[config.mk]
export PLATFORM = sky130hd
export DESIGN_NAME = bam_mode_regs
export DESIGN_NICKNAME = d
export VERILOG_FILES = /design/src/bam_pkg.sv /design/src/bam_mode_regs.sv /design/src/bam_tick_gen.sv /design/src/bam_sec_timer.sv
export SDC_FILE = /design/constraint.sdc
export NUM_CORES = 1
export LEC_CHECK = 0
export BUFFER_PORTS_ARGS = -buffer_cell sky130_fd_sc_hd__buf_2
export CORE_ASPECT_RATIO = 0.75
export CORE_UTILIZATION = 45
export DETAILED_ROUTE_END_ITERATION = 7
export PLACE_DENSITY = 0.76
export SETUP_SLACK_MARGIN = 0.15
export SLEW_MARGIN = 15
export SYNTH_ARGS = -nofsm -noshare
export SYNTH_HDL_FRONTEND = slang
export SYNTH_SLANG_ARGS = --single-unit
[constraint.sdc]
create_clock -name mclk -period 2.2 [get_ports mclk]
set_clock_uncertainty 0.2 [all_clocks]
set_input_delay 0.11 -clock mclk [delete_from_list [all_inputs] [get_ports mclk]]
set_output_delay 0.11 -clock mclk [all_outputs]
set_load 0.05 [all_outputs]
[src/bam_pkg.sv]
// Shared constants for the battery alarm and mode register bank
package bam_pkg;

    // ==========================================================
    // Command codes of the word registers
    localparam logic [7:0] CMD_LOW_CAP = 8'h01;
    localparam logic [7:0] CMD_LOW_TIME = 8'h02;
    localparam logic [7:0] CMD_MODE = 8'h03;

    // ==========================================================
    // Mode word field positions
    localparam int MODE_RELEARN_BIT = 7;
    localparam int MODE_ALARM_OFF_BIT = 13;
    localparam int MODE_CHARGER_OFF_BIT = 14;
    localparam int MODE_CAPACITY_BIT = 15;
    localparam logic [15:0] MODE_WR_MASK = 16'he000;
    localparam logic MODE_BIT0_READ = 1'b0;
    localparam logic [15:0] WORD_ZERO = 16'h0000;

    // ==========================================================
    // Alarm status bits carried with an alarm message
    localparam int ALM_TIME_IDX = 0;
    localparam int ALM_CAP_IDX = 1;

    // ==========================================================
    // Timing
    localparam int CLK_PERIOD_NS = 10;
    localparam int ONE_SEC_NS = 1000000000;
    localparam int CYCLES_PER_SEC = ONE_SEC_NS / CLK_PERIOD_NS;
    localparam int MODE_REARM_S = 60;
    localparam int ALARM_SPACING_S = 10;
    localparam int SEC_TIMER_W = 8;
    localparam int RELEARN_CYCLES = 20;

    // ==========================================================
    // Alarm broadcast sequencer, one-bit steps except HOLD back to IDLE
    typedef enum logic [1:0] {
        BAM_IDLE = 2'b00,
        BAM_SEND = 2'b01,
        BAM_HOLD = 2'b11
    } bam_alarm_state_e;

endpackage

[src/bam_mode_regs.sv]
// Low-capacity, low-time and mode word registers with alarm broadcast control
`timescale 1ns/1ps

// What this block does
// - Alarm when remaining charge below capacity threshold
// - Zero capacity threshold disables that alarm
// - Capacity threshold loaded from config, host-changed only
// - Capacity threshold unsigned 16-bit, units by mode
// - Alarm when runtime estimate below time threshold
// - Zero time threshold disables that alarm
// - Time threshold loaded from config, host-changed only
// - Time threshold unsigned 16-bit minutes
// - All three registers word read and write
// - Mode bits 13 to 15 writable, all other bits read-only
// - Relearn flag set on reset, 20 unlearned cycles
// - Relearn flag cleared after learning completes
// - Mode bit 13 stops alarm broadcasts
// - Mode bit 14 stops charging broadcasts
// - Mode bit 15 selects power/energy reporting units
// - Mode write restarts 60 s alarm re-enable timer
// - Alarm broadcasts spaced at least 10 s
module bam_mode_regs
    import bam_pkg::*;
#(
    parameter int CYCLES_SEC = CYCLES_PER_SEC,
    parameter int REARM_S = MODE_REARM_S,
    parameter int SPACING_S = ALARM_SPACING_S,
    parameter int RELEARN_COUNT = RELEARN_CYCLES
) (
    // Clock and reset
    input wire logic mclk,
    input wire logic rstn,
    // Word command port
    input wire logic [7:0] cmd_code,
    input wire logic wr_stb,
    input wire logic [15:0] wr_data,
    input wire logic rd_stb,
    output logic [15:0] rd_data,
    output logic rd_valid,
    output logic cmd_unmapped,
    // Defaults from the config_store
    input wire logic cfg_load,
    input wire logic [15:0] cfg_low_cap_default,
    input wire logic [15:0] cfg_low_time_default,
    // Gauge measurements and events
    input wire logic [15:0] remaining_charge_report,
    input wire logic [15:0] avg_runtime_estimate,
    input wire logic charge_cycle_done,
    input wire logic full_charge_capacity_update,
    input wire logic learn_cycle_done,
    input wire logic sleep_entry,
    // Alarm message engine
    output logic alarm_message_req,
    output logic [1:0] alarm_message_status,
    input wire logic alarm_message_done,
    // Mode outputs
    output logic capacity_units_power,
    output logic charge_bcast_en,
    output logic alarm_bcast_en,
    output logic relearn_request
);

    // ==========================================================
    // Declarations
    localparam int RCW = $clog2(RELEARN_COUNT + 1);
    localparam logic [RCW-1:0] RELEARN_LAST = RCW'(RELEARN_COUNT);
    localparam logic [SEC_TIMER_W-1:0] REARM_LOAD = SEC_TIMER_W'(REARM_S);
    // One extra tick covers the partial first second
    localparam logic [SEC_TIMER_W-1:0] SPACING_LOAD = SEC_TIMER_W'(SPACING_S + 1);

    logic [15:0] low_capacity_threshold;
    logic [15:0] low_time_threshold;
    logic alarm_off;
    logic charger_off;
    logic capacity_mode;
    logic relearn_flag;
    logic [15:0] operating_mode_word;
    logic [RCW-1:0] unlearned_cycles;
    logic sec_tick;
    logic rearm_expired;
    logic pace_running;
    logic pace_start;
    logic cap_alarm;
    logic time_alarm;
    logic alarm_any;
    logic hit_cap;
    logic hit_time;
    logic hit_mode;
    logic mode_write;
    logic [15:0] next_rd_data;
    bam_alarm_state_e state;
    bam_alarm_state_e next_state;

    // ==========================================================
    // Command decode
    assign hit_cap = (cmd_code == CMD_LOW_CAP);
    assign hit_time = (cmd_code == CMD_LOW_TIME);
    assign hit_mode = (cmd_code == CMD_MODE);
    assign mode_write = wr_stb && hit_mode;

    // ==========================================================
    // Threshold registers
    // Full word stored unsigned; units follow the capacity mode bit
    always_ff @(posedge mclk or negedge rstn) begin
        if (!rstn) begin
            low_capacity_threshold <= WORD_ZERO;
        end else if (wr_stb && hit_cap) begin
            low_capacity_threshold <= wr_data;
        end else if (cfg_load) begin
            low_capacity_threshold <= cfg_low_cap_default;
        end
    end

    always_ff @(posedge mclk or negedge rstn) begin
        if (!rstn) begin
            low_time_threshold <= WORD_ZERO;
        end else if (wr_stb && hit_time) begin
            low_time_threshold <= wr_data;
        end else if (cfg_load) begin
            low_time_threshold <= cfg_low_time_default;
        end
    end

    // ==========================================================
    // Mode word, writable high bits
    // Expiry and sleep lose to a host write in the same cycle
    always_ff @(posedge mclk or negedge rstn) begin
        if (!rstn) begin
            alarm_off <= 1'b0;
        end else if (mode_write) begin
            alarm_off <= wr_data[MODE_ALARM_OFF_BIT];
        end else if (rearm_expired || sleep_entry) begin
            alarm_off <= 1'b0;
        end
    end

    always_ff @(posedge mclk or negedge rstn) begin
        if (!rstn) begin
            charger_off <= 1'b0;
        end else if (mode_write) begin
            charger_off <= wr_data[MODE_CHARGER_OFF_BIT];
        end else if (sleep_entry) begin
            charger_off <= 1'b0;
        end
    end

    always_ff @(posedge mclk or negedge rstn) begin
        if (!rstn) begin
            capacity_mode <= 1'b0;
        end else if (mode_write) begin
            capacity_mode <= wr_data[MODE_CAPACITY_BIT];
        end else if (sleep_entry) begin
            capacity_mode <= 1'b0;
        end
    end

    // ==========================================================
    // Relearn request
    // Counts charge cycles since the last capacity update
    always_ff @(posedge mclk or negedge rstn) begin
        if (!rstn) begin
            unlearned_cycles <= '0;
        end else if (full_charge_capacity_update) begin
            unlearned_cycles <= '0;
        end else if (charge_cycle_done) begin
            if (unlearned_cycles == RELEARN_LAST - 1'b1) begin
                unlearned_cycles <= '0;
            end else begin
                unlearned_cycles <= unlearned_cycles + 1'b1;
            end
        end
    end

    // Set wins over the learning-done clear
    always_ff @(posedge mclk or negedge rstn) begin
        if (!rstn) begin
            relearn_flag <= 1'b1;
        end else if (!full_charge_capacity_update && charge_cycle_done
                     && unlearned_cycles == RELEARN_LAST - 1'b1) begin
            relearn_flag <= 1'b1;
        end else if (learn_cycle_done) begin
            relearn_flag <= 1'b0;
        end
    end

    // Low byte and unused high bits never store written values
    always_comb begin
        operating_mode_word = WORD_ZERO;
        operating_mode_word[0] = MODE_BIT0_READ;
        operating_mode_word[MODE_RELEARN_BIT] = relearn_flag;
        operating_mode_word[MODE_ALARM_OFF_BIT] = alarm_off;
        operating_mode_word[MODE_CHARGER_OFF_BIT] = charger_off;
        operating_mode_word[MODE_CAPACITY_BIT] = capacity_mode;
    end

    // ==========================================================
    // Read path
    always_comb begin
        next_rd_data = WORD_ZERO;
        if (hit_cap) begin
            next_rd_data = low_capacity_threshold;
        end else if (hit_time) begin
            next_rd_data = low_time_threshold;
        end else if (hit_mode) begin
            next_rd_data = operating_mode_word;
        end
    end

    always_ff @(posedge mclk or negedge rstn) begin
        if (!rstn) begin
            rd_data <= WORD_ZERO;
        end else if (rd_stb) begin
            rd_data <= next_rd_data;
        end
    end

    always_ff @(posedge mclk or negedge rstn) begin
        if (!rstn) begin
            rd_valid <= 1'b0;
        end else begin
            rd_valid <= rd_stb;
        end
    end

    // Flags both reads and writes to an unknown command code
    always_ff @(posedge mclk or negedge rstn) begin
        if (!rstn) begin
            cmd_unmapped <= 1'b0;
        end else begin
            cmd_unmapped <= (rd_stb || wr_stb) && !(hit_cap || hit_time || hit_mode);
        end
    end

    // ==========================================================
    // Timers
    bam_tick_gen #(
        .CYCLES(CYCLES_SEC)
    ) u_tick (
        .mclk(mclk),
        .rstn(rstn),
        .tick(sec_tick)
    );

    // Whole ticks only, so the hold-off ends between 59 s and 60 s
    bam_sec_timer #(
        .W(SEC_TIMER_W)
    ) u_rearm (
        .mclk(mclk),
        .rstn(rstn),
        .start(mode_write),
        .load(REARM_LOAD),
        .tick(sec_tick),
        .running(),
        .expired(rearm_expired)
    );

    bam_sec_timer #(
        .W(SEC_TIMER_W)
    ) u_pace (
        .mclk(mclk),
        .rstn(rstn),
        .start(pace_start),
        .load(SPACING_LOAD),
        .tick(sec_tick),
        .running(pace_running),
        .expired()
    );

    // ==========================================================
    // Alarm detection
    assign cap_alarm = (low_capacity_threshold != WORD_ZERO)
                       && (remaining_charge_report < low_capacity_threshold);
    assign time_alarm = (low_time_threshold != WORD_ZERO)
                        && (avg_runtime_estimate < low_time_threshold);
    assign alarm_any = cap_alarm || time_alarm;

    // ==========================================================
    // Alarm broadcast sequencer
    // A message already on the bus is finished even if disabled meanwhile
    always_comb begin
        next_state = state;
        case (state)
            BAM_IDLE: begin
                if (alarm_any && !alarm_off && !pace_running) begin
                    next_state = BAM_SEND;
                end
            end
            BAM_SEND: begin
                if (alarm_message_done) begin
                    next_state = BAM_HOLD;
                end
            end
            BAM_HOLD: begin
                if (!pace_running) begin
                    next_state = BAM_IDLE;
                end
            end
            default: begin
                next_state = BAM_IDLE;
            end
        endcase
    end

    always_ff @(posedge mclk or negedge rstn) begin
        if (!rstn) begin
            state <= BAM_IDLE;
        end else begin
            state <= next_state;
        end
    end

    assign pace_start = (state == BAM_SEND) && alarm_message_done;

    // Status is frozen for the length of one message
    always_ff @(posedge mclk or negedge rstn) begin
        if (!rstn) begin
            alarm_message_status <= 2'h0;
        end else if (state == BAM_IDLE && next_state == BAM_SEND) begin
            alarm_message_status[ALM_CAP_IDX] <= cap_alarm;
            alarm_message_status[ALM_TIME_IDX] <= time_alarm;
        end
    end

    assign alarm_message_req = (state == BAM_SEND);

    // ==========================================================
    // Mode outputs
    always_ff @(posedge mclk or negedge rstn) begin
        if (!rstn) begin
            capacity_units_power <= 1'b0;
            charge_bcast_en <= 1'b1;
            alarm_bcast_en <= 1'b1;
            relearn_request <= 1'b1;
        end else begin
            capacity_units_power <= capacity_mode;
            charge_bcast_en <= !charger_off;
            alarm_bcast_en <= !alarm_off;
            relearn_request <= relearn_flag;
        end
    end

endmodule // bam_mode_regs

[src/bam_tick_gen.sv]
// One-second enable pulse generator
`timescale 1ns/1ps
module bam_tick_gen #(
    parameter int CYCLES = 100000000
) (
    // Clock and reset
    input wire logic mclk,
    input wire logic rstn,
    // Enable pulse
    output logic tick
);
    localparam int CW = $clog2(CYCLES);
    localparam logic [CW-1:0] LAST = CW'(CYCLES - 1);

    logic [CW-1:0] count;

    always_ff @(posedge mclk or negedge rstn) begin
        if (!rstn) begin
            count <= '0;
        end else if (count == LAST) begin
            count <= '0;
        end else begin
            count <= count + 1'b1;
        end
    end

    always_ff @(posedge mclk or negedge rstn) begin
        if (!rstn) begin
            tick <= 1'b0;
        end else begin
            tick <= (count == LAST);
        end
    end
endmodule // bam_tick_gen

[src/bam_sec_timer.sv]
// Down counter of one-second ticks with an expiry pulse
`timescale 1ns/1ps
module bam_sec_timer #(
    parameter int W = 8
) (
    // Clock and reset
    input wire logic mclk,
    input wire logic rstn,
    // Control
    input wire logic start,
    input wire logic [W-1:0] load,
    input wire logic tick,
    // Status
    output logic running,
    output logic expired
);
    logic [W-1:0] count;

    // Start beats a tick in the same cycle
    always_ff @(posedge mclk or negedge rstn) begin
        if (!rstn) begin
            count <= '0;
        end else if (start) begin
            count <= load;
        end else if (tick && count != '0) begin
            count <= count - 1'b1;
        end
    end

    always_ff @(posedge mclk or negedge rstn) begin
        if (!rstn) begin
            expired <= 1'b0;
        end else begin
            expired <= !start && tick && (count == W'(1));
        end
    end

    assign running = (count != '0);
endmodule // bam_sec_timer

==> reports/metrics.yaml, run 1 <==
hold_path.class: "input pin to flip-flop"
ys_seq_area_frac: 0.4646
most-common-layout-cells: "121 x buf_2, 107 x dfrtp_1, 59 x nand2_1, 59 x nor2_1, 57 x buf_4"
vias: 5765
drt_first_pass_iters: 5
maxSlewViolCount: 0
rsz0062_at_grt: "true"
hold_viol: 0
cp.arrival_ns: 2.32
power.leakage_nw: 3.935
viasPerCell: 5.549
synth-edff-count: 0
fillers: 993
die_h_um: 102.4
grt_max_degree: 47
drive_gt1_frac: 0.2915
cts.sinks: 112
multiInputGateArea_um2: 3211
critPathKind: "flip-flop to flip-flop"
fin_util: 0.6436
dieArea_um2: 13900
dp_cells: 952
h-tree-depth: 3
tightest_slew_ns: 0.6296
first_iter_violations: 365
startpoint_type: "flip-flop"
async_flop_share: 1.000
layout.nets: 998
violations: "negative setup slack"
dpl.hpwl_um: 12650
clockRootBuffer: "clkbuf_16"
cts_buffers: 9
synth_cells: 636
hp-start: "cfg_low_time_default[8]"
powerDensity_nw_per_um2: 572.5
seqPwrFrac: 0.460
port_buffers: 122
syn_nets: 771
drt-total-wl_um: 18490
p_clk_frac: 0.347
postSynthAreaPerCell_um2: 9.502
yosysUniqueCellTypes: 54
antennaDiodeCount: 0
fin_ws_ns: -0.09161
groute.usage.overall: 0.2685
period_share: 1.042
seqCellArea_um2: 2809
grt.overflow.total: 0
fin_crit_ns: 2.292
swShare: 0.2790
initial_core_util: 0.4626
synth_ff_type: "dfrtp_1"
ys_top_cells_by_area: "dfrtp_1 45%, ha_1 7.7%, mux2i_1 5.3%"
core_um2: 13060
ys_warn_count: 0
p_comb_frac: 0.192
ir_drop_mv: 0.4220
io_pins: 123
netlist_area_um2: 6043
grt_pass1_vias: 5468
instances_no_fill: 1039
fp.dieW_um: 135.8
crit_start: "low_capacity_threshold[13]"
wl_per_cell_um: 17.80
clk-insertion-delay-late_ns: 0.35
grt_pass1_wl_um: 27920
ant_nets: 0
relSlewSlack: 0.5759
power_switching_mw: 1.343
antenna_found_initial: 0
drv_cap: 0
remaining_drc_errors: 0
tritoncts: "built"
status: "finished, violations left"
ys_ff_latch: 112
path_clk_slew_ns: 0.08
required_ns: 2.23
finalSetupViolations: 3
fmax_mhz: 436.4
power_mw: 4.813
internal-power_mw: 3.470
crit_path_max_fanout: 3
yosys.area.top_type_share: 0.4472
critPathCaptureType: "flip-flop"
gp_congestion: 0.8988
area_delta_synth_final_pct: 39.11
final_common_cell: "buf_2"
clockBufferDepth: 2
yosysTopAreaCell: "dfrtp_1"
rows: 36
r2r_start: "low_capacity_threshold[13]"
pre_cts_slack_ns: -0.006923
==> worst max-delay path, cell delays in order (launching register included) <==
cell,delay [ns]
dfrtp_1,0.38
inv_2,0.06
ha_4,0.26
nand4_1,0.16
or4_4,0.58
o31a_1,0.32
nand4_1,0.13
o21ai_0,0.09
==> layout make-up <==
type                    count  area share
well taps                 171     0.02545
flip-flops and latches    112      0.3341
inverters                  47     0.02099
multi-input cells         452      0.3819
repair buffers            241      0.2021
clock inverters             5    0.007739
clock buffers              11     0.02768
==> state kept, by name (all words and copies together) (netlist names), 2 cells and up <==
| register | flops |
|---|---|
| low_capacity_threshold | 16 |
| state | 2 |
| unlearned_cycles | 5 |
| rd_data | 16 |
| u_pace.count | 8 |
| u_tick.count | 27 |
| alarm_message_status | 2 |
| low_time_threshold | 16 |
| u_rearm.count | 8 |
==> worst paths after layout <==
kind / slack, ns / endpoint / cells past startpoint
max in group asynchronous: 1.03 / alarm_bcast_en / 3
worst min-delay path: 0.05 / low_time_threshold[8] / 3
worst max-delay path: -0.09 / alarm_message_status[1] / 7
min in group asynchronous: 0.12 / u_tick.count[12] / 2
worst min register to register: 0.20 / relearn_request / 0
worst max register to register: -0.09 / alarm_message_status[1] / 7
==> synth_stat cells, types with 14 or more instances <==
cell and instances:
a21oi_1 48, clkbuf_1 14, dfrtp_1 108, ha_1 37, inv_1 47, mux2i_1 32
nand2_1 59, nand3_1 18, nor2_1 71, o21ai_0 31, xor2_1 22
==> metal layers <==
metal,part of all wire,vias to the layer above,global-route usage
li1,-,2684,-
met1,0.44,2767,0.3753
met2,0.44,262,0.4078
met3,0.095,52,0.06300
met4,0.028,0,0.09680
met5,0,-,0
==> logic make-up (layout without fill, tap and decap cells) <==
logic type      Yosys count  count (layout)  share of synthesized area
simple gates            226             226                     0.1870
compound gates          125             125                     0.1244
flops                   112             112                     0.4646
buf+inv                  72             304                    0.04803
fa+ha+maj                37              37                    0.07660
xor+xnor                 32              32                    0.04638
mux                      32              32                    0.05300
==> metrics by stage <==
step           instance area (um^2)  setup TNS, ns  hold slack [ns]
3_5_place_dp                   7169      -0.006923         -0.03036
5_1_grt                        8407        -0.4715          0.07127
2_1_floorplan                  6058              0          -0.3856
6_report                       8407        -0.1999          0.04743
4_1_cts                        8107      -0.004805         0.006460
3_3_place_gp                   7169              0         -0.03051
==> power groups by stage <==
stage	Clock (mW)	Combinational [mW]	Sequential, mW
detailed placement	0	0.762	2.25
CTS	1.71	0.879	2.21
global route	1.77	1.01	2.23
global placement	0	0.751	2.25
floorplan	0	0.288	2.33
finish	1.67	0.926	2.22
==> what timing repair did <==
action / 4_1_cts / 5_1_grt
endpoints found under the hold margin: 93 / 0
cloned: 0 / 1
hold buffers: 56 / 0
pin swaps: 3 / 20
gates resized for setup: 7 / 52
endpoints found under the setup margin: 15 / 46
setup buffers: 5 / 9
(Power assumes the default switching activity.)
==> run 2, diff against run 1 <==
MAX_ROUTING_LAYER = met4   (was not set)
==> run 2 against run 1 <==
  * The run still ends with negative setup slack left
  * First-iteration DRC count grew 29%
  * Combinational power is essentially flat
  * Non-clock buffer count grew 2
  * Setup slack gained 0.0026 ns
  * Final area grew 0.18%
  * Largest power group unchanged
==> reports/metrics.yaml, run 2 (synthesis results as in run 1) <==
status: "finished, violations left"
violations: "negative setup slack"
rsz0062_at_grt: "true"
reg2reg_slack_ns: -0.09
crit_path_max_fanout: 3
required_ns: 2.23
layout.nets: 1000
holdPathEnd: "low_time_threshold[8]"
critPathSlowestCell: "or4_4"
hp-start: "cfg_low_time_default[8]"
hold_viol: 0
largest_reg_flops: 27
instances_no_fill: 1041
cp.arrival_ns: 2.32
die_h_um: 102.4
path_clk_slew_ns: 0.08
grt_max_degree: 47
fmax_mhz: 436.9
powerDensity_nw_per_um2: 572.5
grt_pass1_vias: 5462
r2r_start: "low_capacity_threshold[11]"
crit_chain: "inv_2 -> ha_4 -> nand4_1 -> or4_4 -> o31a_1 -> nand4_1 -> o21ai_0"
clk-insertion-delay-late_ns: 0.36
clockRootBuffer: "clkbuf_16"
dpl.hpwl_um: 12650
drv_cap: 0
period_share: 1.040
min_path_cells: 3
dp_cells: 952
startpoint_type: "flip-flop"
drt-total-wl_um: 18580
h-tree-depth: 3
rows: 36
drive_gt1_frac: 0.2931
p_clk_frac: 0.348
initial_core_util: 0.4626
remaining_drc_errors: 0
reg2reg_to: "alarm_message_status[1]"
groute.usage.overall: 0.2775
cts.sinks: 112
final_common_cell: "buf_2"
internal-power_mw: 3.470
core_um2: 13060
critPathCaptureType: "flip-flop"
first_iter_violations: 472
finalSetupViolations: 3
crit_top_cell: "nand4_1"
cp_num_cells: 7
fin_ws_ns: -0.08901
power.leakage_nw: 3.946
ant_nets: 0
port_buffers: 122
relSlewSlack: 0.5703
cts_buffers: 9
antenna_found_initial: 0
tightest_slew_ns: 0.6446
tritoncts: "built"
wl_per_cell_um: 17.84
fp.dieW_um: 135.8
antennaDiodeCount: 0
gp_congestion: 0.9141
grt.overflow.total: 0
maxSlewViolCount: 0
ir_drop_mv: 0.4209
grt_pass1_wl_um: 27880
seqPwrFrac: 0.460
top_register: "u_tick.count"
clockBufferDepth: 2
critPathKind: "flip-flop to flip-flop"
path_delay_family: "simple AND/OR/NAND/NOR gates"
hold_path.class: "input pin to flip-flop"
fin_crit_ns: 2.289
setup_tns_ns: -0.1916
most-common-layout-cells: "121 x buf_2, 107 x dfrtp_1, 59 x nand2_1, 59 x nor2_1, 59 x buf_4"
pre_cts_slack_ns: -0.006923
dieArea_um2: 13900
rr_worst_depth: 7
path_buf_inv: 1
max_stage_delay_ns: 0.56
viasPerCell: 5.504
vias: 5730
area_delta_synth_final_pct: 39.36
swShare: 0.2803
io_pins: 123
power_switching_mw: 1.351
drt_first_pass_iters: 5
p_comb_frac: 0.192
run 2: cell count changes in the layout (fill, tap and decap cells not counted), sizes merged:
cell | before | now
buf | 185 | 187
run 2: power groups by stage:
stage               Clock [mW]  Combinational [mW]  Sequential [mW]
floorplan                    0               0.288             2.33
global placement             0               0.751             2.25
detailed placement           0               0.762             2.25
CTS                       1.71               0.879             2.21
global route              1.77                1.01             2.23
finish                    1.68               0.926             2.22
run 2: how the worst max path moves through the flow:
stage                               startpoint                 endpoint  slack [ns]
finish              low_capacity_threshold[11]  alarm_message_status[1]       -0.09
global placement        low_time_threshold[11]  alarm_message_status[0]        0.03
global route        low_capacity_threshold[12]  alarm_message_status[1]       -0.17
floorplan               low_time_threshold[11]  alarm_message_status[0]        0.05
CTS                     low_time_threshold[11]  alarm_message_status[0]      -0.005
detailed placement       low_time_threshold[9]  alarm_message_status[0]      -0.007
run 2: metrics by stage:
step | utilization | instance area, um^2 | hold slack, ns | total power [mW]
CTS | 0.6206 | 8107 | 0.006460 | 4.797
global route | 0.6447 | 8422 | 0.06958 | 5.001
global placement | 0.5489 | 7169 | -0.03051 | 2.999
detailed placement | 0.5489 | 7169 | -0.03036 | 3.013
finish | 0.6447 | 8422 | 0.04210 | 4.822
floorplan | - | 6058 | -0.3856 | 2.622
run 2: worst min-delay path, delay by kind of cell:
kind	cells	cell delay [ns]
compound gates	1	0.18
mux	1	0.11
buf+inv	1	0.10
run 2: routing by layer:
metal | routed length (um) | vias up | global-route usage
met5 | 0 | - | -
met4 | 484 | 0 | 0.09680
met3 | 1581 | 52 | 0.05952
met2 | 8164 | 253 | 0.4074
met1 | 8345 | 2735 | 0.3788
li1 | - | 2690 | -
run 2: area by class of cell:
type	instances	area, um^2
Tap cell	171	214.0
Fill cell	990	4641
Clock inverter	5	65.06
Clock buffer	11	232.7
Inverter	47	176.4
Sequential cell	112	2809
Multi-Input combinational cell	452	3211
Timing Repair Buffer	243	1714
run 2: repair_timing:
action | CTS | global route
endpoints found under the hold margin | 93 | 0
hold buffers | 56 | 0
pin swaps | 3 | 20
endpoints found under the setup margin | 15 | 46
gates resized for setup | 7 | 52
buffers inserted | 5 | 11
gates cloned | 0 | 1
==> run 3, diff against run 2 <==
SETUP_SLACK_MARGIN = not set   (was 0.15)
==> run 3 against run 2 <==
  * The run still ends with negative setup slack left
  * Final area shrank 1.7%
  * Cell count is essentially flat
  * Setup slack gained 0.063 ns
  * Sequential cell count is the same
  * Core utilization shrank 1.1 points
  * Routed wire length grew 0.94%
  * Critical path type unchanged
  * Largest power group unchanged
==> reports/metrics.yaml, run 3 (synthesis results as in run 1) <==
status: "finished, violations left"
violations: "negative setup slack"
power.leakage_nw: 3.943
antennaDiodeCount: 0
layout.nets: 999
power_mw: 4.728
clockRootBuffer: "clkbuf_16"
critPathCaptureType: "flip-flop"
drv_cap: 0
placed_area_um2: 7134
antenna_found_initial: 0
remaining_drc_errors: 0
port_buffers: 122
fin_util: 0.6336
maxSlewViolCount: 0
groute.usage.overall: 0.2865
dieArea_um2: 13900
path_clk_slew_ns: 0.07
ir_drop_mv: 0.3588
rsz0062_at_grt: "true"
h-tree-depth: 3
critPathKind: "flip-flop to flip-flop"
dpl.hpwl_um: 12420
grt_pass1_vias: 5483
wirelength_met1_um: 8226
setup_tns_ns: -0.1665
cts_buffers: 9
max_stage_delay_ns: 0.52
fin_ws_ns: -0.02586
period_share: 1.012
fp.dieW_um: 135.8
required_ns: 2.24
startpoint_type: "flip-flop"
largest_reg_flops: 27
area_delta_synth_final_pct: 36.96
first_iter_violations: 544
core_um2: 13060
grt.overflow.total: 0
clockBufferDepth: 2
grt_pass1_wl_um: 28810
drt_first_pass_iters: 6
fin_crit_ns: 2.226
vias: 5836
fillers: 1004
route.met3.wl_um: 1874
ant_nets: 0
io_pins: 123
die_h_um: 102.4
drt-total-wl_um: 18750
final_common_cell: "buf_2"
critPathSlowestCell: "or4_4"
hold_viol: 0
drive_gt1_frac: 0.2601
clk-insertion-delay-late_ns: 0.35
cts.sinks: 112
crit_path_max_fanout: 7
rr_worst_depth: 6
dr_wl_met2_um: 7991
viasPerCell: 5.612
gp_congestion: 0.9402
hold_path.class: "input pin to async pin"
crit_chain: "or4_4 -> nor3_4 -> nand4_2 -> nor3b_4 -> buf_4 -> nor2b_1"
finalSetupViolations: 8
rows: 36
top_layer: "met4"
fmax_mhz: 449.3
initial_core_util: 0.4626
top_register: "u_tick.count"
wl_per_cell_um: 18.03
relSlewSlack: 0.4565
powerDensity_nw_per_um2: 571.2
cp.arrival_ns: 2.26
tightest_slew_ns: 0.8114
hold-worst-slack_ns: 0.06267
design_area_um2: 8277
tritoncts: "built"
grt_max_degree: 44
most-common-layout-cells: "121 x buf_2, 108 x dfrtp_1, 66 x nor2_1"
==> run 3: cell type report <==
class	count	area, um^2	share of cell area
clock buffers	12	246.5	0.02978
clock inverters	4	30.03	0.003628
inverters	47	176.4	0.02132
multi-input cells	452	3087	0.3729
flip-flops and latches	112	2808	0.3392
well taps	171	214.0	0.02585
repair buffers	242	1715	0.2073
==> run 3: per-layer routing <==
layer	global-route usage	vias up
met5	-	-
met1	0.3949	2750
met3	0.06994	66
li1	-	2681
met4	0.1080	0
met2	0.4046	339
==> run 3: timing repair <==
action | 4_1_cts | 5_1_grt
gates cloned | 0 | 1
hold endpoints to repair | 161 | 0
endpoints found under the setup margin | 2 | 19
gates resized for setup | 5 | 21
hold buffers | 61 | 0
pin swaps | 4 | 10
buffers inserted | 4 | 9
==> run 3: path summary, 6_finish.rpt <==
kind | startpoint | slack [ns] | to
setup / recovery | u_tick.count[11] | -0.03 | u_tick.count[1]
hold / removal | rstn | 0.06 | u_rearm.count[7]
setup reg to reg | u_tick.count[11] | -0.03 | u_tick.count[1]
hold reg to reg | relearn_flag | 0.21 | relearn_request
max in group asynchronous | rstn | 1.06 | low_time_threshold[9]
min in group mclk | cfg_low_time_default[11] | 0.12 | low_time_threshold[11]
==> run 3: worst max-delay path: cells and delay by family, from the launching register on <==
family                 cells  cell delay [ns]
buffers and inverters      1             0.22
DFF                        1             0.43
and+or+nand+nor            5             1.27
==> run 3: where the power goes <==
group / switching (mW) / internal, mW / total (mW)
clock network: 0.761 / 0.806 / 1.57
logic: 0.506 / 0.439 / 0.945
registers: 0.0662 / 2.15 / 2.22
total: 1.33 / 3.40 / 4.73
==> run 3: metrics by stage <==
step / cells / setup WS [ns]
2_1_floorplan: 636 / 0.01429
3_3_place_gp: 949 / -0.01082
3_5_place_dp: 949 / -0.04539
4_1_cts: 1030 / -0.002328
5_1_grt: 1040 / -0.1354
6_report: 1040 / -0.02586
